<file path="config.mk">
export PLATFORM = sky130hd
export DESIGN_NAME = dmasc_channel
export DESIGN_NICKNAME = d
export VERILOG_FILES = /design/src/design/dmasc_pkg.sv /design/src/design/dmasc_channel.sv /design/src/design/dmasc_event_gen.sv
export VERILOG_INCLUDE_DIRS = /design/src /design/src/design
export SDC_FILE = /design/constraint.sdc
export NUM_CORES = 1
export LEC_CHECK = 0
export BUFFER_PORTS_ARGS = -buffer_cell sky130_fd_sc_hd__clkbuf_2
export CORE_MARGIN = 3
export CORE_UTILIZATION = 59
export DETAILED_ROUTE_END_ITERATION = 8
export MAX_ROUTING_LAYER = met4
export PLACE_DENSITY = 0.82
export SYNTH_ARGS = -nofsm -noshare
export SYNTH_HDL_FRONTEND = slang
export SYNTH_SLANG_ARGS = --single-unit
</file>
<file path="constraint.sdc">
create_clock -name ref_clk -period 8.5 [get_ports ref_clk]
set_input_delay 0 -clock ref_clk [delete_from_list [all_inputs] [get_ports ref_clk]]
set_output_delay 0 -clock ref_clk [all_outputs]
set_load 0.1 [all_outputs]
</file>
<file path="src/design/dmasc_regs.svh">
// Register map, control-word fields and reset values of the synchronised DMA channel.
`ifndef DMASC_REGS_SVH
`define DMASC_REGS_SVH

// ==================================================================
// Register addresses (24-bit word addresses on the peripheral bus)
`define DMASC_GLOBAL_CONTROL_ADDR   24'h808000
`define DMASC_SRC_OFFSET            24'h000004
`define DMASC_DST_OFFSET            24'h000006
`define DMASC_COUNT_OFFSET          24'h000008
`define DMASC_SERIAL_TX_ADDR        24'h808048
`define DMASC_SERIAL_RX_ADDR        24'h80804C

// ==================================================================
// Global control word fields
`define DMASC_START_LSB             0
`define DMASC_STAT_LSB              2
`define DMASC_INC_SRC_BIT           4
`define DMASC_DEC_SRC_BIT           5
`define DMASC_INC_DST_BIT           6
`define DMASC_DEC_DST_BIT           7
`define DMASC_SYNC_LSB              8
`define DMASC_HALT_BIT              10
`define DMASC_IRQ_EN_BIT            11
`define DMASC_CTRL_MASK             32'h00000FF3

// ==================================================================
// Field values
`define DMASC_START_RUN             2'h3
`define DMASC_STAT_HALTED           2'h0
`define DMASC_STAT_RUNNING          2'h3
`define DMASC_SYNC_NONE             2'h0
`define DMASC_SYNC_READ             2'h1
`define DMASC_SYNC_WRITE            2'h2
`define DMASC_SYNC_BOTH             2'h3

// ==================================================================
// Reset values
`define DMASC_CTRL_RESET            32'h00000000
`define DMASC_WORD_RESET            32'h00000000

`endif

</file>
<file path="src/design/dmasc_pkg.sv">
// Types shared by the synchronised DMA channel.
package dmasc_pkg;

    typedef enum logic [1:0] {
        DMASC_HALT,
        DMASC_READ,
        DMASC_WRITE
    } dmasc_state_t;

endpackage

</file>
<file path="src/design/dmasc_channel.sv">
// Single DMA channel with event pacing, register file and completion signalling.
`include "dmasc_regs.svh"
`timescale 1ns/1ps
`default_nettype none

module dmasc_channel
    import dmasc_pkg::*;
#(
    parameter int ADDR_W = 24,
    parameter int DATA_W = 32
) (
    input  wire logic              ref_clk,
    input  wire logic              rst,
    // Peripheral bus register port.
    input  wire logic [ADDR_W-1:0] pbus_addr,
    input  wire logic              pbus_wr,
    input  wire logic              pbus_rd,
    input  wire logic [DATA_W-1:0] pbus_wdata,
    output logic      [DATA_W-1:0] pbus_rdata,
    // DMA memory access port.
    output logic                   dma_req,
    output logic                   dma_we,
    output logic      [ADDR_W-1:0] dma_addr,
    output logic      [DATA_W-1:0] dma_wdata,
    output logic                   dma_shared_port,
    input  wire logic              dma_ack,
    input  wire logic [DATA_W-1:0] dma_rdata,
    input  wire logic              cpu_shared_port_busy,
    // Serial pacing events and their routing enables.
    input  wire logic              serial_rx_event,
    input  wire logic              serial_tx_buffer_empty,
    input  wire logic              rx_route_en,
    input  wire logic              tx_route_en,
    // Completion signalling toward the CPU.
    output logic                   dma_done_flag,
    output logic                   dma_irq_req
);

    dmasc_state_t      state;
    logic [DATA_W-1:0] dma_global_control;
    logic [DATA_W-1:0] dma_source_address;
    logic [DATA_W-1:0] dma_destination_address;
    logic [DATA_W-1:0] dma_transfer_counter;
    logic [DATA_W-1:0] data_hold;
    logic [1:0]        start_field;
    logic [1:0]        sync_mode;
    logic              count_zero_halt;
    logic              count_zero_irq_enable;
    logic              event_pending;
    logic              serial_tx_event;
    logic              ctrl_wr;
    logic              src_wr;
    logic              dst_wr;
    logic              cnt_wr;
    logic              running;
    logic              read_needs_event;
    logic              write_needs_event;
    logic              need_event;
    logic              port_blocked;
    logic              launch;
    logic              read_done;
    logic              write_done;
    logic              block_end;
    logic              consume;
    logic              flush;
    logic [DATA_W-1:0] next_count;
    logic [ADDR_W-1:0] next_addr;
    logic              next_shared;

    // ==================================================================
    // Register decode.
    assign ctrl_wr = pbus_wr && (pbus_addr == `DMASC_GLOBAL_CONTROL_ADDR);
    assign src_wr  = pbus_wr && (pbus_addr == `DMASC_GLOBAL_CONTROL_ADDR + `DMASC_SRC_OFFSET);
    assign dst_wr  = pbus_wr && (pbus_addr == `DMASC_GLOBAL_CONTROL_ADDR + `DMASC_DST_OFFSET);
    assign cnt_wr  = pbus_wr && (pbus_addr == `DMASC_GLOBAL_CONTROL_ADDR + `DMASC_COUNT_OFFSET);

    assign start_field           = dma_global_control[`DMASC_START_LSB +: 2];
    assign sync_mode             = dma_global_control[`DMASC_SYNC_LSB +: 2];
    assign count_zero_halt       = dma_global_control[`DMASC_HALT_BIT];
    assign count_zero_irq_enable = dma_global_control[`DMASC_IRQ_EN_BIT];
    assign running               = (start_field == `DMASC_START_RUN);

    // ==================================================================
    // Pacing decisions.
    assign read_needs_event  = (sync_mode == `DMASC_SYNC_READ) || (sync_mode == `DMASC_SYNC_BOTH);
    assign write_needs_event = (sync_mode == `DMASC_SYNC_WRITE) || (sync_mode == `DMASC_SYNC_BOTH);
    assign need_event = (state == DMASC_READ) ? read_needs_event : write_needs_event;

    // The shared port carries both expansion and peripheral cycles, so the DMA
    // waits whenever the CPU owns it; judged on the address about to be used.
    assign port_blocked = next_shared && cpu_shared_port_busy;

    assign launch = running && !dma_req && (state != DMASC_HALT)
                    && (!need_event || event_pending) && !port_blocked;
    assign consume = launch && need_event;

    // With write-only pacing, events seen before the read finishes are dropped.
    assign flush = (sync_mode == `DMASC_SYNC_NONE)
                   || ((sync_mode == `DMASC_SYNC_WRITE) && (state != DMASC_WRITE));

    // A late CPU-side stall is honoured by holding the request until acknowledged.
    assign read_done  = dma_req && !dma_we && dma_ack;
    assign write_done = dma_req && dma_we && dma_ack;
    assign next_count = dma_transfer_counter - {{(DATA_W-1){1'b0}}, 1'b1};
    assign block_end  = write_done && count_zero_halt && (dma_transfer_counter == '0);

    dmasc_event_gen u_event_gen (
        .ref_clk                (ref_clk),
        .rst                    (rst),
        .serial_rx_event        (serial_rx_event),
        .serial_tx_buffer_empty (serial_tx_buffer_empty),
        .rx_route_en            (rx_route_en),
        .tx_route_en            (tx_route_en),
        .consume                (consume),
        .flush                  (flush),
        .serial_tx_event        (serial_tx_event),
        .event_pending          (event_pending)
    );

    // ==================================================================
    // Channel sequencer.
    always_ff @(posedge ref_clk or posedge rst) begin
        if (rst) begin
            state <= DMASC_HALT;
        end else if (!running) begin
            state <= DMASC_HALT;
        end else begin
            unique case (state)
                DMASC_HALT: begin
                    state <= DMASC_READ;
                end
                DMASC_READ: begin
                    if (read_done) begin
                        state <= DMASC_WRITE;
                    end
                end
                DMASC_WRITE: begin
                    if (block_end) begin
                        state <= DMASC_HALT;
                    end else if (write_done) begin
                        state <= DMASC_READ;
                    end
                end
            endcase
        end
    end

    // ==================================================================
    // Memory access port; all outputs held in flops.
    assign next_addr = (state == DMASC_READ) ? dma_source_address[ADDR_W-1:0]
                                             : dma_destination_address[ADDR_W-1:0];
    assign next_shared = (next_addr[ADDR_W-1:12] == (ADDR_W-12)'(`DMASC_GLOBAL_CONTROL_ADDR >> 12));

    always_ff @(posedge ref_clk or posedge rst) begin
        if (rst) begin
            dma_req         <= 1'b0;
            dma_we          <= 1'b0;
            dma_addr        <= '0;
            dma_wdata       <= '0;
            dma_shared_port <= 1'b0;
        end else if (!running) begin
            dma_req <= 1'b0;
        end else if (launch) begin
            dma_req         <= 1'b1;
            dma_we          <= (state == DMASC_WRITE);
            dma_addr        <= next_addr;
            dma_wdata       <= data_hold;
            dma_shared_port <= next_shared;
        end else if (dma_ack) begin
            dma_req <= 1'b0;
        end
    end

    always_ff @(posedge ref_clk or posedge rst) begin
        if (rst) begin
            data_hold <= `DMASC_WORD_RESET;
        end else if (read_done) begin
            data_hold <= dma_rdata;
        end
    end

    // ==================================================================
    // Control word; status bits mirror the sequencer, not software.
    always_ff @(posedge ref_clk or posedge rst) begin
        if (rst) begin
            dma_global_control <= `DMASC_CTRL_RESET;
        end else if (ctrl_wr) begin
            dma_global_control <= pbus_wdata & `DMASC_CTRL_MASK;
        end else if (block_end) begin
            dma_global_control[`DMASC_START_LSB +: 2] <= 2'h0;
        end
    end

    // ==================================================================
    // Address and counter registers; a CPU write wins over a hardware update.
    always_ff @(posedge ref_clk or posedge rst) begin
        if (rst) begin
            dma_source_address <= `DMASC_WORD_RESET;
        end else if (src_wr) begin
            dma_source_address <= pbus_wdata;
        end else if (read_done) begin
            if (dma_global_control[`DMASC_INC_SRC_BIT]) begin
                dma_source_address <= dma_source_address + 32'h00000001;
            end else if (dma_global_control[`DMASC_DEC_SRC_BIT]) begin
                dma_source_address <= dma_source_address - 32'h00000001;
            end
        end
    end

    always_ff @(posedge ref_clk or posedge rst) begin
        if (rst) begin
            dma_destination_address <= `DMASC_WORD_RESET;
        end else if (dst_wr) begin
            dma_destination_address <= pbus_wdata;
        end else if (write_done) begin
            if (dma_global_control[`DMASC_INC_DST_BIT]) begin
                dma_destination_address <= dma_destination_address + 32'h00000001;
            end else if (dma_global_control[`DMASC_DEC_DST_BIT]) begin
                dma_destination_address <= dma_destination_address - 32'h00000001;
            end
        end
    end

    // With the halt bit clear the counter simply wraps and transfers go on.
    always_ff @(posedge ref_clk or posedge rst) begin
        if (rst) begin
            dma_transfer_counter <= `DMASC_WORD_RESET;
        end else if (cnt_wr) begin
            dma_transfer_counter <= pbus_wdata;
        end else if (read_done) begin
            dma_transfer_counter <= next_count;
        end
    end

    // ==================================================================
    // Completion pulses toward the CPU flag register and interrupt logic.
    always_ff @(posedge ref_clk or posedge rst) begin
        if (rst) begin
            dma_done_flag <= 1'b0;
            dma_irq_req   <= 1'b0;
        end else begin
            dma_done_flag <= block_end && count_zero_irq_enable;
            dma_irq_req   <= block_end && count_zero_irq_enable;
        end
    end

    // ==================================================================
    // Register read-back, registered; unmapped addresses read zero.
    always_ff @(posedge ref_clk or posedge rst) begin
        if (rst) begin
            pbus_rdata <= '0;
        end else if (pbus_rd) begin
            if (pbus_addr == `DMASC_GLOBAL_CONTROL_ADDR) begin
                pbus_rdata <= dma_global_control;
                pbus_rdata[`DMASC_STAT_LSB +: 2] <= (state == DMASC_HALT) ? `DMASC_STAT_HALTED
                                                                          : `DMASC_STAT_RUNNING;
            end else if (pbus_addr == `DMASC_GLOBAL_CONTROL_ADDR + `DMASC_SRC_OFFSET) begin
                pbus_rdata <= dma_source_address;
            end else if (pbus_addr == `DMASC_GLOBAL_CONTROL_ADDR + `DMASC_DST_OFFSET) begin
                pbus_rdata <= dma_destination_address;
            end else if (pbus_addr == `DMASC_GLOBAL_CONTROL_ADDR + `DMASC_COUNT_OFFSET) begin
                pbus_rdata <= dma_transfer_counter;
            end else begin
                pbus_rdata <= '0;
            end
        end
    end

endmodule // dmasc_channel

`default_nettype wire

</file>
<file path="src/design/dmasc_event_gen.sv">
// Serial event detection and pending-event latch for DMA pacing.
`timescale 1ns/1ps
`default_nettype none

module dmasc_event_gen (
    input  wire logic ref_clk,
    input  wire logic rst,
    input  wire logic serial_rx_event,
    input  wire logic serial_tx_buffer_empty,
    input  wire logic rx_route_en,
    input  wire logic tx_route_en,
    input  wire logic consume,
    input  wire logic flush,
    output logic      serial_tx_event,
    output logic      event_pending
);

    logic tx_empty_d;
    logic raw_event;

    // ==================================================================
    // Transmit event fires once, when the buffer has just emptied into the shifter.
    always_ff @(posedge ref_clk or posedge rst) begin
        if (rst) begin
            tx_empty_d <= 1'b1;
        end else begin
            tx_empty_d <= serial_tx_buffer_empty;
        end
    end

    assign serial_tx_event = serial_tx_buffer_empty & ~tx_empty_d;

    assign raw_event = (serial_rx_event & rx_route_en) | (serial_tx_event & tx_route_en);

    // ==================================================================
    // A new event wins over a simultaneous consume so that none is lost, but a flush
    // wins over both: an event that arrives while events are ignored must not pace a later access.
    always_ff @(posedge ref_clk or posedge rst) begin
        if (rst) begin
            event_pending <= 1'b0;
        end else if (flush) begin
            event_pending <= 1'b0;
        end else if (raw_event) begin
            event_pending <= 1'b1;
        end else if (consume) begin
            event_pending <= 1'b0;
        end
    end

endmodule // dmasc_event_gen

`default_nettype wire

</file>
==> impl_metrics.py, run 1 <==
metrics = {
    "yosys": {
        "synth_cell_types": 68,
        "synth-seq-area-share_pct": 41.99,
        "synth-async-reset-ratio_pct": 100.0,
        "synth_nets": 1723,
        "synth_common_cells": "dfrtp_1 (233), a21oi_1 (223), nor2_1 (201), nand2_1 (172), clkbuf_1 (76)",
        "synth_edf_count": 0,
        "ys_seq_elements": 234,
        "syn_area_sq_um": 13950,
        "synth.area.top_cells": "dfrtp_1 (42%), a21oi_1 (8.0%), mux2_2 (5.8%)",
        "synth_top_cell_area_share_pct": 41.80,
        "yosysMostFrequentCell": "dfrtp_1",
        "synth_area_per_cell_sq_um": 8.935,
        "ys.flop_type": "dfrtp_1",
        "ys_warn_count": 0,
        "synth_top_area_cell": "dfrtp_1",
        "syn_inst": 1561,
    },
    "timing": {
        "finalClockSkew_ns": 0.03588,
        "tightestPinTransition_ns": 1.168,
        "rsz0062_at_grt": "false",
        "max_freq_ghz": 0.2606,
        "setup-tns-final_ns": 0,
        "slew_headroom_pct": 21.83,
        "finalCritPeriodShare_pct": 45.14,
        "hold_viol_final": 0,
        "fin_crit_ns": 3.837,
        "setup_viol": 0,
        "slew_viol_final": 0,
    },
    "clock_tree": {
        "cts.sinks": 234,
        "cts_made_buffers": 26,
        "postCtsResizedCells": 0,
        "post_cts_buffers": 0,
        "htree_levels": 1,
        "ctsHoldBuffers": 74,
        "cts_tree": "built",
        "clk_latency_ns": 0.56,
        "cts.clk_slew.worst_paths_ns": 0.07,
        "clk_path_buf_depth": 3,
        "clockRootBuffer": "clkbuf_16",
    },
    "grt": {
        "use_met2_pct": 56.88,
        "grt_usage_pct": 35.04,
        "grt_antenna_before_repair": 2,
        "grt_busiest_layer": "met2",
        "grt_use_met3_pct": 4.747,
        "grt_max_degree": 94,
        "overflow": 0,
        "grt_pass1_vias": 12780,
        "grt_pass1_wl_mm": 70.06,
        "use_met1_pct": 43.68,
    },
    "setup_path": {
        "crit_slowest_cell": "inv_1",
        "critPathTopFamily": "compound AO/OA/AOI/OAI gates",
        "cpPeakStageDelay_ns": 0.52,
        "reg2reg_depth": 11,
        "cp_max_fo": 16,
        "cp.arrival_ns": 4.25,
        "path_buf_inv": 1,
        "rr_startpoint": "dma_global_control[4]",
        "cp_cell_sequence": "inv_1 -> ha_1 -> a211oi_1 -> nor2_1 -> o311a_1 -> or4_1 -> a41oi_1 -> o21ai_1 -> a31oi_1 -> xor2_1 -> o21ai_0",
        "cp-end-kind": "flip-flop",
        "start_kind": "flip-flop",
        "regToRegSetupSlack_ns": 4.66,
        "crit_required_ns": 8.91,
        "crit_type": "flip-flop to flip-flop",
        "timing.rr.end": "dma_source_address[28]",
    },
    "run_status": {
        "status": "finished clean",
    },
    "min_path": {
        "hold_path_depth": 6,
        "hp-start": "pbus_addr[22]",
        "min_to": "pbus_rdata[3]",
        "hp-class": "input pin to flip-flop",
    },
    "final_layout": {
        "multi_input_area_sq_um": 7736,
        "regArea_sq_um": 5857,
        "area_delta_synth_final_pct": 19.72,
        "n_fill_cell": 1671,
        "drive_above_1_share_pct": 18.74,
        "final_core_util_pct": 72.86,
        "nNetsFinal": 1946,
    },
    "detailed_routing": {
        "antenna_left": 0,
        "drcViolationCount": 0,
        "drt-total-wl_mm": 44.48,
        "wire_per_inst_microns": 20.99,
        "drtIter0Drc": 1468,
        "vias_per_cell": 6.181,
        "drtPass1Iterations": 7,
        "vias": 13100,
    },
    "floorplanning": {
        "core_sq_um": 22920,
        "dieWidth_microns": 159.8,
        "die_y_microns": 159.8,
        "die_area_sq_um": 25520,
        "start_util_pct": 60.86,
        "io_pins": 191,
        "rows": 55,
    },
    "pwr": {
        "cellLeakagePower_nw": 8.026,
        "peakVddDrop_uv": 147.4,
        "power_density_nw_per_um2": 148.4,
        "p_total_mw": 2.478,
    },
    "place": {
        "place_congestion": 0.9367,
        "dp_hpwl_mm": 29.46,
        "numPortBuffers": 190,
    },
    "run": {
        "max-cap-violations": 0,
    },
}
[layout make-up]
cell class / instances / share of cell area, %
clock inverters: 10 / 0.3672
multi-input cells: 1222 / 46.33
flip-flops and latches: 234 / 35.08
clock buffers: 38 / 4.526
repair buffers: 279 / 10.81
diodes: 2 / 0.02997
inverters: 21 / 0.5170
well taps: 313 / 2.345
[kinds of logic (layout without fill, tap and decap cells)]
| logic type | count (synthesis) | after routing | share of synthesized area [%] |
|---|---|---|---|
| mux | 102 | 102 | 7.966 |
| buf+inv | 105 | 348 | 2.871 |
| flops | 234 | 234 | 41.99 |
| fa+ha+maj | 64 | 64 | 5.849 |
| other cells | 0 | 2 | 0 |
| simple gates | 548 | 548 | 17.76 |
| xor+xnor | 80 | 80 | 5.024 |
| compound gates | 428 | 428 | 18.53 |
[per-stage QoR]
step / hold WS (ns) / cell area, sq um / setup slack [ns] / cells
after CTS: 0.07221 / 16690 / 4.739 / 2117
after detailed placement: 0.1032 / 15130 / 4.774 / 1995
after floorplan: 0.004478 / 13950 / 2.084 / 1561
after global placement: 0.09946 / 15130 / 4.884 / 1995
after global routing: 0.1379 / 16700 / 4.396 / 2119
final: 0.1036 / 16700 / 4.663 / 2119
[cell usage in the layout (no fill, tap or decap), types with 7 or more instances in the layout]
cell type and count:
a211oi_1 8, o21ai_0 53, buf_4 15, dfrtp_1 233
nor4_1 19, inv_1 20, a31oi_1 13, nand2b_1 16
nor2b_1 10, nor2_1 200, a22oi_1 21, nand3_1 33
dlygate4sd3_1 74, ha_1 62, nor3_1 22, and3_1 20
clkbuf_2 190, a21oi_1 222, and4_1 7, mux2i_1 30
o211ai_1 11, xnor2_1 46, clkinv_2 9, nand2_1 171
a21o_1 25, o21a_1 14, mux2_2 72, xor2_1 34
clkbuf_16 26, nand4_1 8, and2_1 11, a222oi_1 11
[worst reg2reg max path, stage by stage (launching register included)]
cell and delay [ns]:
dfrtp_1 0.50, inv_1 0.52, ha_1 0.42, a211oi_1 0.29, nor2_1 0.11, o311a_1 0.31
or4_1 0.47, a41oi_1 0.41, o21ai_1 0.20, a31oi_1 0.24, xor2_1 0.16, o21ai_0 0.08
[flip-flops by register name (all words and copies together), names as in the netlist, 2 cells and up]
register,cells
data_hold,32
pbus_rdata,32
dma_global_control,10
dma_addr,24
dma_transfer_counter,32
dma_destination_address,32
dma_source_address,32
dma_wdata,32
state,2
[where the power goes]
part           total [mW]  internal, mW  switching [mW]  leakage (nW)
logic               0.225        0.0649           0.160          4.63
registers            1.16          1.14          0.0212          2.99
clock network        1.09         0.616           0.475         0.413
total                2.48          1.82           0.656          8.03
[layer usage]
| layer | routed length [microns] | vias to the layer above |
|---|---|---|
| li1 | - | 6041 |
| met1 | 17280 | 6251 |
| met2 | 21430 | 636 |
| met3 | 3298 | 170 |
| met4 | 2474 | 0 |
| met5 | 0 | - |
[how the worst max path moves through the flow]
stage | start | to | slack [ns] | cells after the start
after global routing | dma_global_control[6] | dma_destination_address[24] | 4.40 | 12
after CTS | dma_global_control[4] | dma_source_address[28] | 4.74 | 11
final | dma_global_control[4] | dma_source_address[28] | 4.66 | 11
after detailed placement | dma_global_control[4] | dma_source_address[26] | 4.77 | 11
after global placement | dma_global_control[4] | dma_source_address[28] | 4.88 | 11
after floorplan | rst | data_hold[0] | 2.08 | 1
Note: power is estimated with default switching activity, not from simulation.
==> inputs of run 2 (changes only) <==
--- a/config.mk
+++ b/config.mk
@@ -6,12 +6,13 @@
 export SDC_FILE = /design/constraint.sdc
 export NUM_CORES = 1
 export LEC_CHECK = 0
+export ABC_AREA = 1
 export BUFFER_PORTS_ARGS = -buffer_cell sky130_fd_sc_hd__clkbuf_2
 export CORE_MARGIN = 3
-export CORE_UTILIZATION = 59
+export CORE_UTILIZATION = 54
 export DETAILED_ROUTE_END_ITERATION = 8
 export MAX_ROUTING_LAYER = met4
-export PLACE_DENSITY = 0.82
+export PLACE_DENSITY = 0.78
 export SYNTH_ARGS = -nofsm -noshare
 export SYNTH_HDL_FRONTEND = slang
 export SYNTH_SLANG_ARGS = --single-unit
==> constraint.sdc (replaced) <==
create_clock -name ref_clk -period 3.2 [get_ports ref_clk]
set_input_delay 0 -clock ref_clk [delete_from_list [all_inputs] [get_ports ref_clk]]
set_output_delay 0 -clock ref_clk [all_outputs]
set_load 0.1 [all_outputs]
==> impl_metrics.py, run 2 <==
metrics = {
    "timing": {
        "setup-tns-final_ns": 0,
        "slew_viol_final": 0,
        "max_freq_ghz": 0.3422,
        "finalCritPeriodShare_pct": 91.31,
        "setup_viol": 0,
        "finalClockSkew_ns": 0.01736,
        "slew_headroom_pct": 30.50,
        "rsz0062_at_grt": "false",
        "tightestPinTransition_ns": 1.043,
        "hold_viol_final": 0,
        "fin_crit_ns": 2.922,
    },
    "setup_path": {
        "regToRegSetupSlack_ns": 0.28,
        "crit_type": "flip-flop to flip-flop",
        "crit_slowest_cell": "dfrtp_1",
        "cpPeakStageDelay_ns": 0.52,
        "crit_path_frequent_cell": "nand2_1",
        "start_kind": "flip-flop",
        "reg2reg_depth": 9,
        "path_buf_inv": 1,
        "critPathTopFamily": "simple AND/OR/NAND/NOR gates",
        "crit_required_ns": 3.64,
        "timing.rr.end": "dma_addr[11]",
        "cp.arrival_ns": 3.36,
        "cp_cell_sequence": "nand2_1 -> o21ai_1 -> nand2_1 -> nor2_1 -> nand4_1 -> nand2_2 -> inv_2 -> o211ai_1 -> nand2_1",
        "rr_startpoint": "state[0]",
        "cp_max_fo": 46,
        "cp-end-kind": "flip-flop",
    },
    "yosys": {
        "synth_common_cells": "nand2_1 (1006), inv_1 (346), dfrtp_1 (233), nand3_1 (216), nor2_1 (211)",
        "synth_nets": 2696,
        "synth_cell_types": 38,
        "ys_seq_elements": 234,
        "ys_warn_count": 0,
        "synth_top_cell_area_share_pct": 35.91,
        "synth_area_per_cell_sq_um": 6.408,
        "synth_top_area_cell": "dfrtp_1",
        "yosysMostFrequentCell": "nand2_1",
        "syn_inst": 2534,
        "syn_area_sq_um": 16240,
        "synth.area.top_cells": "dfrtp_1 (36%), nand2_1 (23%), inv_1 (8.0%)",
        "ys.flop_type": "dfrtp_1",
        "synth-async-reset-ratio_pct": 100.0,
        "synth-seq-area-share_pct": 36.07,
        "synth_edf_count": 0,
    },
    "final_layout": {
        "nNetsFinal": 2950,
        "n_fill_cell": 2632,
        "fin_area_sq_um": 19350,
        "drive_above_1_share_pct": 10.47,
        "multi_input_area_sq_um": 8762,
        "final_cell_mix": "nand2_1 (1006), inv_1 (345), dfrtp_1 (233), nand3_1 (216), nor2_1 (210)",
        "mostFrequentLayoutCell": "nand2_1",
        "area_delta_synth_final_pct": 19.15,
        "regArea_sq_um": 5857,
        "instances_no_fill": 3192,
    },
    "detailed_routing": {
        "wl_met3_mm": 4.743,
        "drtIter0Drc": 1640,
        "highest_layer": "met4",
        "wl_met1_mm": 24.78,
        "dr_wl_met2_mm": 26.81,
        "vias_per_cell": 5.481,
        "antenna_left": 0,
        "vias": 17500,
        "drcViolationCount": 0,
        "wire_per_inst_microns": 18.32,
        "drtPass1Iterations": 6,
        "drt-total-wl_mm": 58.48,
    },
    "clock_tree": {
        "cts_made_buffers": 28,
        "clk_path_buf_depth": 3,
        "cts.clk_slew.worst_paths_ns": 0.06,
        "htree_levels": 1,
        "cts_tree": "built",
        "clk_latency_ns": 0.56,
        "cts.sinks": 234,
        "clockRootBuffer": "clkbuf_16",
        "postCtsResizedCells": 0,
    },
    "pwr": {
        "peakVddDrop_uv": 412.3,
        "p_total_mw": 6.708,
        "power_density_nw_per_um2": 346.8,
        "cellLeakagePower_nw": 11.18,
    },
    "floorplanning": {
        "die_area_sq_um": 32180,
        "die_y_microns": 179.4,
        "rows": 62,
        "core_sq_um": 29170,
        "dieWidth_microns": 179.4,
        "io_pins": 191,
        "start_util_pct": 55.67,
    },
    "grt": {
        "grt_usage_pct": 36.04,
        "grt_pass1_wl_mm": 91.18,
        "overflow": 0,
        "grt_pass1_vias": 16610,
        "grt_antenna_before_repair": 1,
        "grt_max_degree": 75,
    },
    "min_path": {
        "hp-class": "input pin to async pin",
    },
    "run": {
        "max-cap-violations": 0,
    },
    "place": {
        "dp_hpwl_mm": 43.99,
        "place_congestion": 1.003,
        "place_area_sq_um": 17680,
        "dp_cells": 3071,
        "numPortBuffers": 190,
    },
    "run_status": {
        "status": "finished clean",
    },
}
run 2: report_power, final:
part           internal (mW)  total, mW  switching (mW)
Sequential              2.99       3.01          0.0191
Clock                   1.95       3.30            1.35
Combinational          0.142      0.398           0.256
Total                   5.08       6.71            1.63
run 2: worst register-to-register path, delay by kind of cell (launching register included):
| family | cells | cell delay (ns) |
|---|---|---|
| simple gates | 6 | 1.15 |
| compound gates | 2 | 0.82 |
| flops | 1 | 0.52 |
| buf+inv | 1 | 0.32 |
run 2: worst max-delay path by stage:
stage                          startpoint                     endpoint  depth (start not counted)
global route                     state[0]                 dma_addr[11]                          9
CTS                              state[0]                 dma_addr[15]                          9
floorplan                             rst                 data_hold[0]                          1
global placement    dma_global_control[6]  dma_destination_address[28]                         12
detailed placement               state[0]                  dma_addr[9]                          9
finish                           state[0]                 dma_addr[11]                          9
run 2: through the flow:
step	hold slack (ns)	worst slack [ns]	utilization [%]
floorplan	0.004478	0.1369	-
global placement	0.02182	0.4232	60.60
detailed placement	0.02771	0.4089	60.60
CTS	0.01656	0.3934	66.32
global route	0.04757	0.006434	66.33
finish	0.01033	0.2779	66.33
run 2: logic make-up (layout without fill, tap and decap cells):
| logic type | after synthesis | count (layout) | share of synthesized area (%) |
|---|---|---|---|
| adders and majority gates | 64 | 64 | 5.024 |
| AOI/OAI and AO/OA | 264 | 264 | 8.923 |
| DFF | 234 | 234 | 36.07 |
| xor gates and xnor gates | 53 | 53 | 2.859 |
| other | 0 | 1 | 0 |
| and+or+nand+nor | 1496 | 1496 | 37.10 |
| buffers and inverters | 423 | 696 | 10.02 |
run 2: layout make-up:
cell class	instances	share of cell area, %
Inverter	353	6.868
Clock buffer	38	4.230
Sequential cell	234	30.27
Antenna cell	1	0.01293
Tap cell	384	2.484
Multi-Input combinational cell	1877	45.29
Timing Repair Buffer	294	10.13
Clock inverter	11	0.7114
run 2: what timing repair did:
item | 4_1_cts | 5_1_grt
setup endpoints to repair | 0 | 0
setup buffers | 0 | 0
hold buffers | 71 | 0
hold endpoints to repair | 375 | 0
run 2: routing by layer:
layer  vias up  global-route usage, %
li1       8432                      -
met1      8132                  48.51
met2       793                  57.27
met3       139                  4.810
met4         0                  11.05
met5         -                      -
==> inputs of run 3 (changes only) <==
--- a/config.mk
+++ b/config.mk
@@ -12,7 +12,7 @@
 export CORE_UTILIZATION = 54
 export DETAILED_ROUTE_END_ITERATION = 8
 export MAX_ROUTING_LAYER = met4
-export PLACE_DENSITY = 0.78
+export PLACE_DENSITY_LB_ADDON = 0.25
 export SYNTH_ARGS = -nofsm -noshare
 export SYNTH_HDL_FRONTEND = slang
 export SYNTH_SLANG_ARGS = --single-unit
==> impl_metrics.py, run 3 (synthesis results as in run 2) <==
metrics = {
    "detailed_routing": {
        "drt-total-wl_mm": 57.79,
        "drtPass1Iterations": 6,
        "vias_per_cell": 5.510,
        "antenna_left": 0,
        "drcViolationCount": 0,
        "wire_per_inst_microns": 18.14,
        "vias": 17550,
        "drtIter0Drc": 1693,
    },
    "final_layout": {
        "final_cell_mix": "nand2_1 (1006), inv_1 (345), dfrtp_1 (233), nand3_1 (216), nor2_1 (210)",
        "area_delta_synth_final_pct": 18.54,
        "n_fill_cell": 2700,
        "nNetsFinal": 2943,
        "mostFrequentLayoutCell": "nand2_1",
        "drive_above_1_share_pct": 10.11,
    },
    "clock_tree": {
        "clockRootBuffer": "clkbuf_16",
        "cts.sinks": 234,
        "clk_latency_ns": 0.53,
        "cts_tree": "built",
        "clk_path_buf_depth": 3,
        "htree_levels": 1,
        "cts.clk_slew.worst_paths_ns": 0.06,
        "cts_made_buffers": 26,
    },
    "place": {
        "place_congestion": 1.007,
        "numPortBuffers": 190,
        "dp_hpwl_mm": 44.45,
    },
    "pwr": {
        "cellLeakagePower_nw": 11.11,
        "p_sw_mw": 1.528,
        "pwr-share-comb_pct": 6.0,
        "peakVddDrop_uv": 332.0,
        "p_int_mw": 4.988,
        "p_seq_share_pct": 46.2,
        "power_density_nw_per_um2": 338.5,
        "clkPwrFrac_pct": 47.8,
        "p_sw_share_pct": 23.45,
    },
    "grt": {
        "overflow": 0,
        "grt_pass1_wl_mm": 89.55,
        "grt_antenna_before_repair": 2,
        "grt_max_degree": 98,
        "grt_pass1_vias": 16260,
        "grt_usage_pct": 35.55,
    },
    "timing": {
        "finalCritPeriodShare_pct": 90.73,
        "hold_viol_final": 0,
        "slew_viol_final": 0,
        "fin_crit_ns": 2.903,
        "setup-tns-final_ns": 0,
        "setup_viol": 0,
        "tightestPinTransition_ns": 0.9698,
        "max_freq_ghz": 0.3444,
        "timing.hold.ws_ns": 0.05667,
        "slew_headroom_pct": 35.35,
        "rsz0062_at_grt": "false",
        "finalClockSkew_ns": 0.01804,
    },
    "floorplanning": {
        "rows": 62,
        "core_sq_um": 29170,
        "die_area_sq_um": 32180,
        "dieWidth_microns": 179.4,
        "die_y_microns": 179.4,
        "start_util_pct": 55.67,
        "io_pins": 191,
    },
    "setup_path": {
        "crit_required_ns": 3.57,
        "cp.arrival_ns": 3.27,
        "rr_startpoint": "state[0]",
        "start_kind": "flip-flop",
        "crit_start": "state[0]",
        "crit_slowest_cell": "buf_4",
        "cp_cell_sequence": "nand2_1 -> o21ai_1 -> nand2_1 -> nor2_1 -> nand4_1 -> nand2_2 -> buf_4 -> o21ai_0",
        "cp_max_fo": 46,
        "crit_path_frequent_cell": "nand2_1",
        "regToRegSetupSlack_ns": 0.30,
        "cpPeakStageDelay_ns": 0.51,
        "crit_type": "flip-flop to flip-flop",
        "critPathTopFamily": "simple AND/OR/NAND/NOR gates",
        "cp-end-kind": "flip-flop",
        "path_buf_inv": 1,
    },
    "run_status": {
        "status": "finished clean",
    },
    "min_path": {
        "hp-start": "pbus_wr",
        "hp-class": "input pin to flip-flop",
    },
    "run": {
        "max-cap-violations": 0,
    },
}
-- run 3: metrics by stage --
stage          area (sq um)  total power [mW]  setup slack, ns  utilization (%)  cells
5_1_grt               19250             6.690         0.008170            65.99   3185
2_1_floorplan         16240             3.218           0.1369                -   2534
4_1_cts               19240             6.523           0.3395            65.96   3183
6_report              19250             6.516           0.2965            65.99   3185
3_5_place_dp          17640             3.380           0.3578            60.48   3066
3_3_place_gp          17640             3.374           0.5672            60.48   3066
-- run 3: worst paths after layout --
kind,end,depth (start not counted)
worst max-delay path,dma_req,8
worst min-delay path,dma_source_address[16],4
worst max register to register,dma_req,8
worst min register to register,dma_wdata[9],2
max in group asynchronous,dma_wdata[16],4
min in group asynchronous,dma_addr[20],3
-- run 3: worst min-delay path, cell delays in order --
cell and delay, ns:
clkbuf_2 0.25, nand3_1 0.16, nand3_1 0.07, nand2_1 0.06
-- run 3: layer usage --
metal,track usage (%),routed length (microns),up-vias
li1,-,-,8431
met1,48.80,24840,8143
met2,54.48,25660,829
met3,4.466,4747,146
met4,13.12,2539,0
met5,-,0,-
-- run 3: area by class of cell --
cell class | count | area (sq um) | area share, %
diodes | 2 | 5.005 | 0.02600
multi-input cells | 1877 | 8762 | 45.52
well taps | 384 | 480.5 | 2.496
inverters | 353 | 1331 | 6.917
flip-flops and latches | 234 | 5857 | 30.43
clock inverters | 11 | 153.9 | 0.7996
repair buffers | 289 | 1922 | 9.985
clock buffers | 35 | 735.7 | 3.822
-- run 3: repair_timing --
| action | CTS | global route |
|---|---|---|
| buffers inserted | 0 | 0 |
| endpoints found under the hold margin | 171 | 0 |
| endpoints found under the setup margin | 0 | 1 |
| gates resized for setup | 0 | 2 |
| hold buffers | 71 | 0 |
-- run 3: power by group through the flow --
stage | sequential (mW) | combinational (mW) | clock, mW
global placement | 3.06 | 0.315 | 0
global route | 3.01 | 0.424 | 3.26
detailed placement | 3.06 | 0.319 | 0
floorplan | 3.09 | 0.125 | 0
CTS | 3.01 | 0.388 | 3.13
finish | 3.01 | 0.393 | 3.12
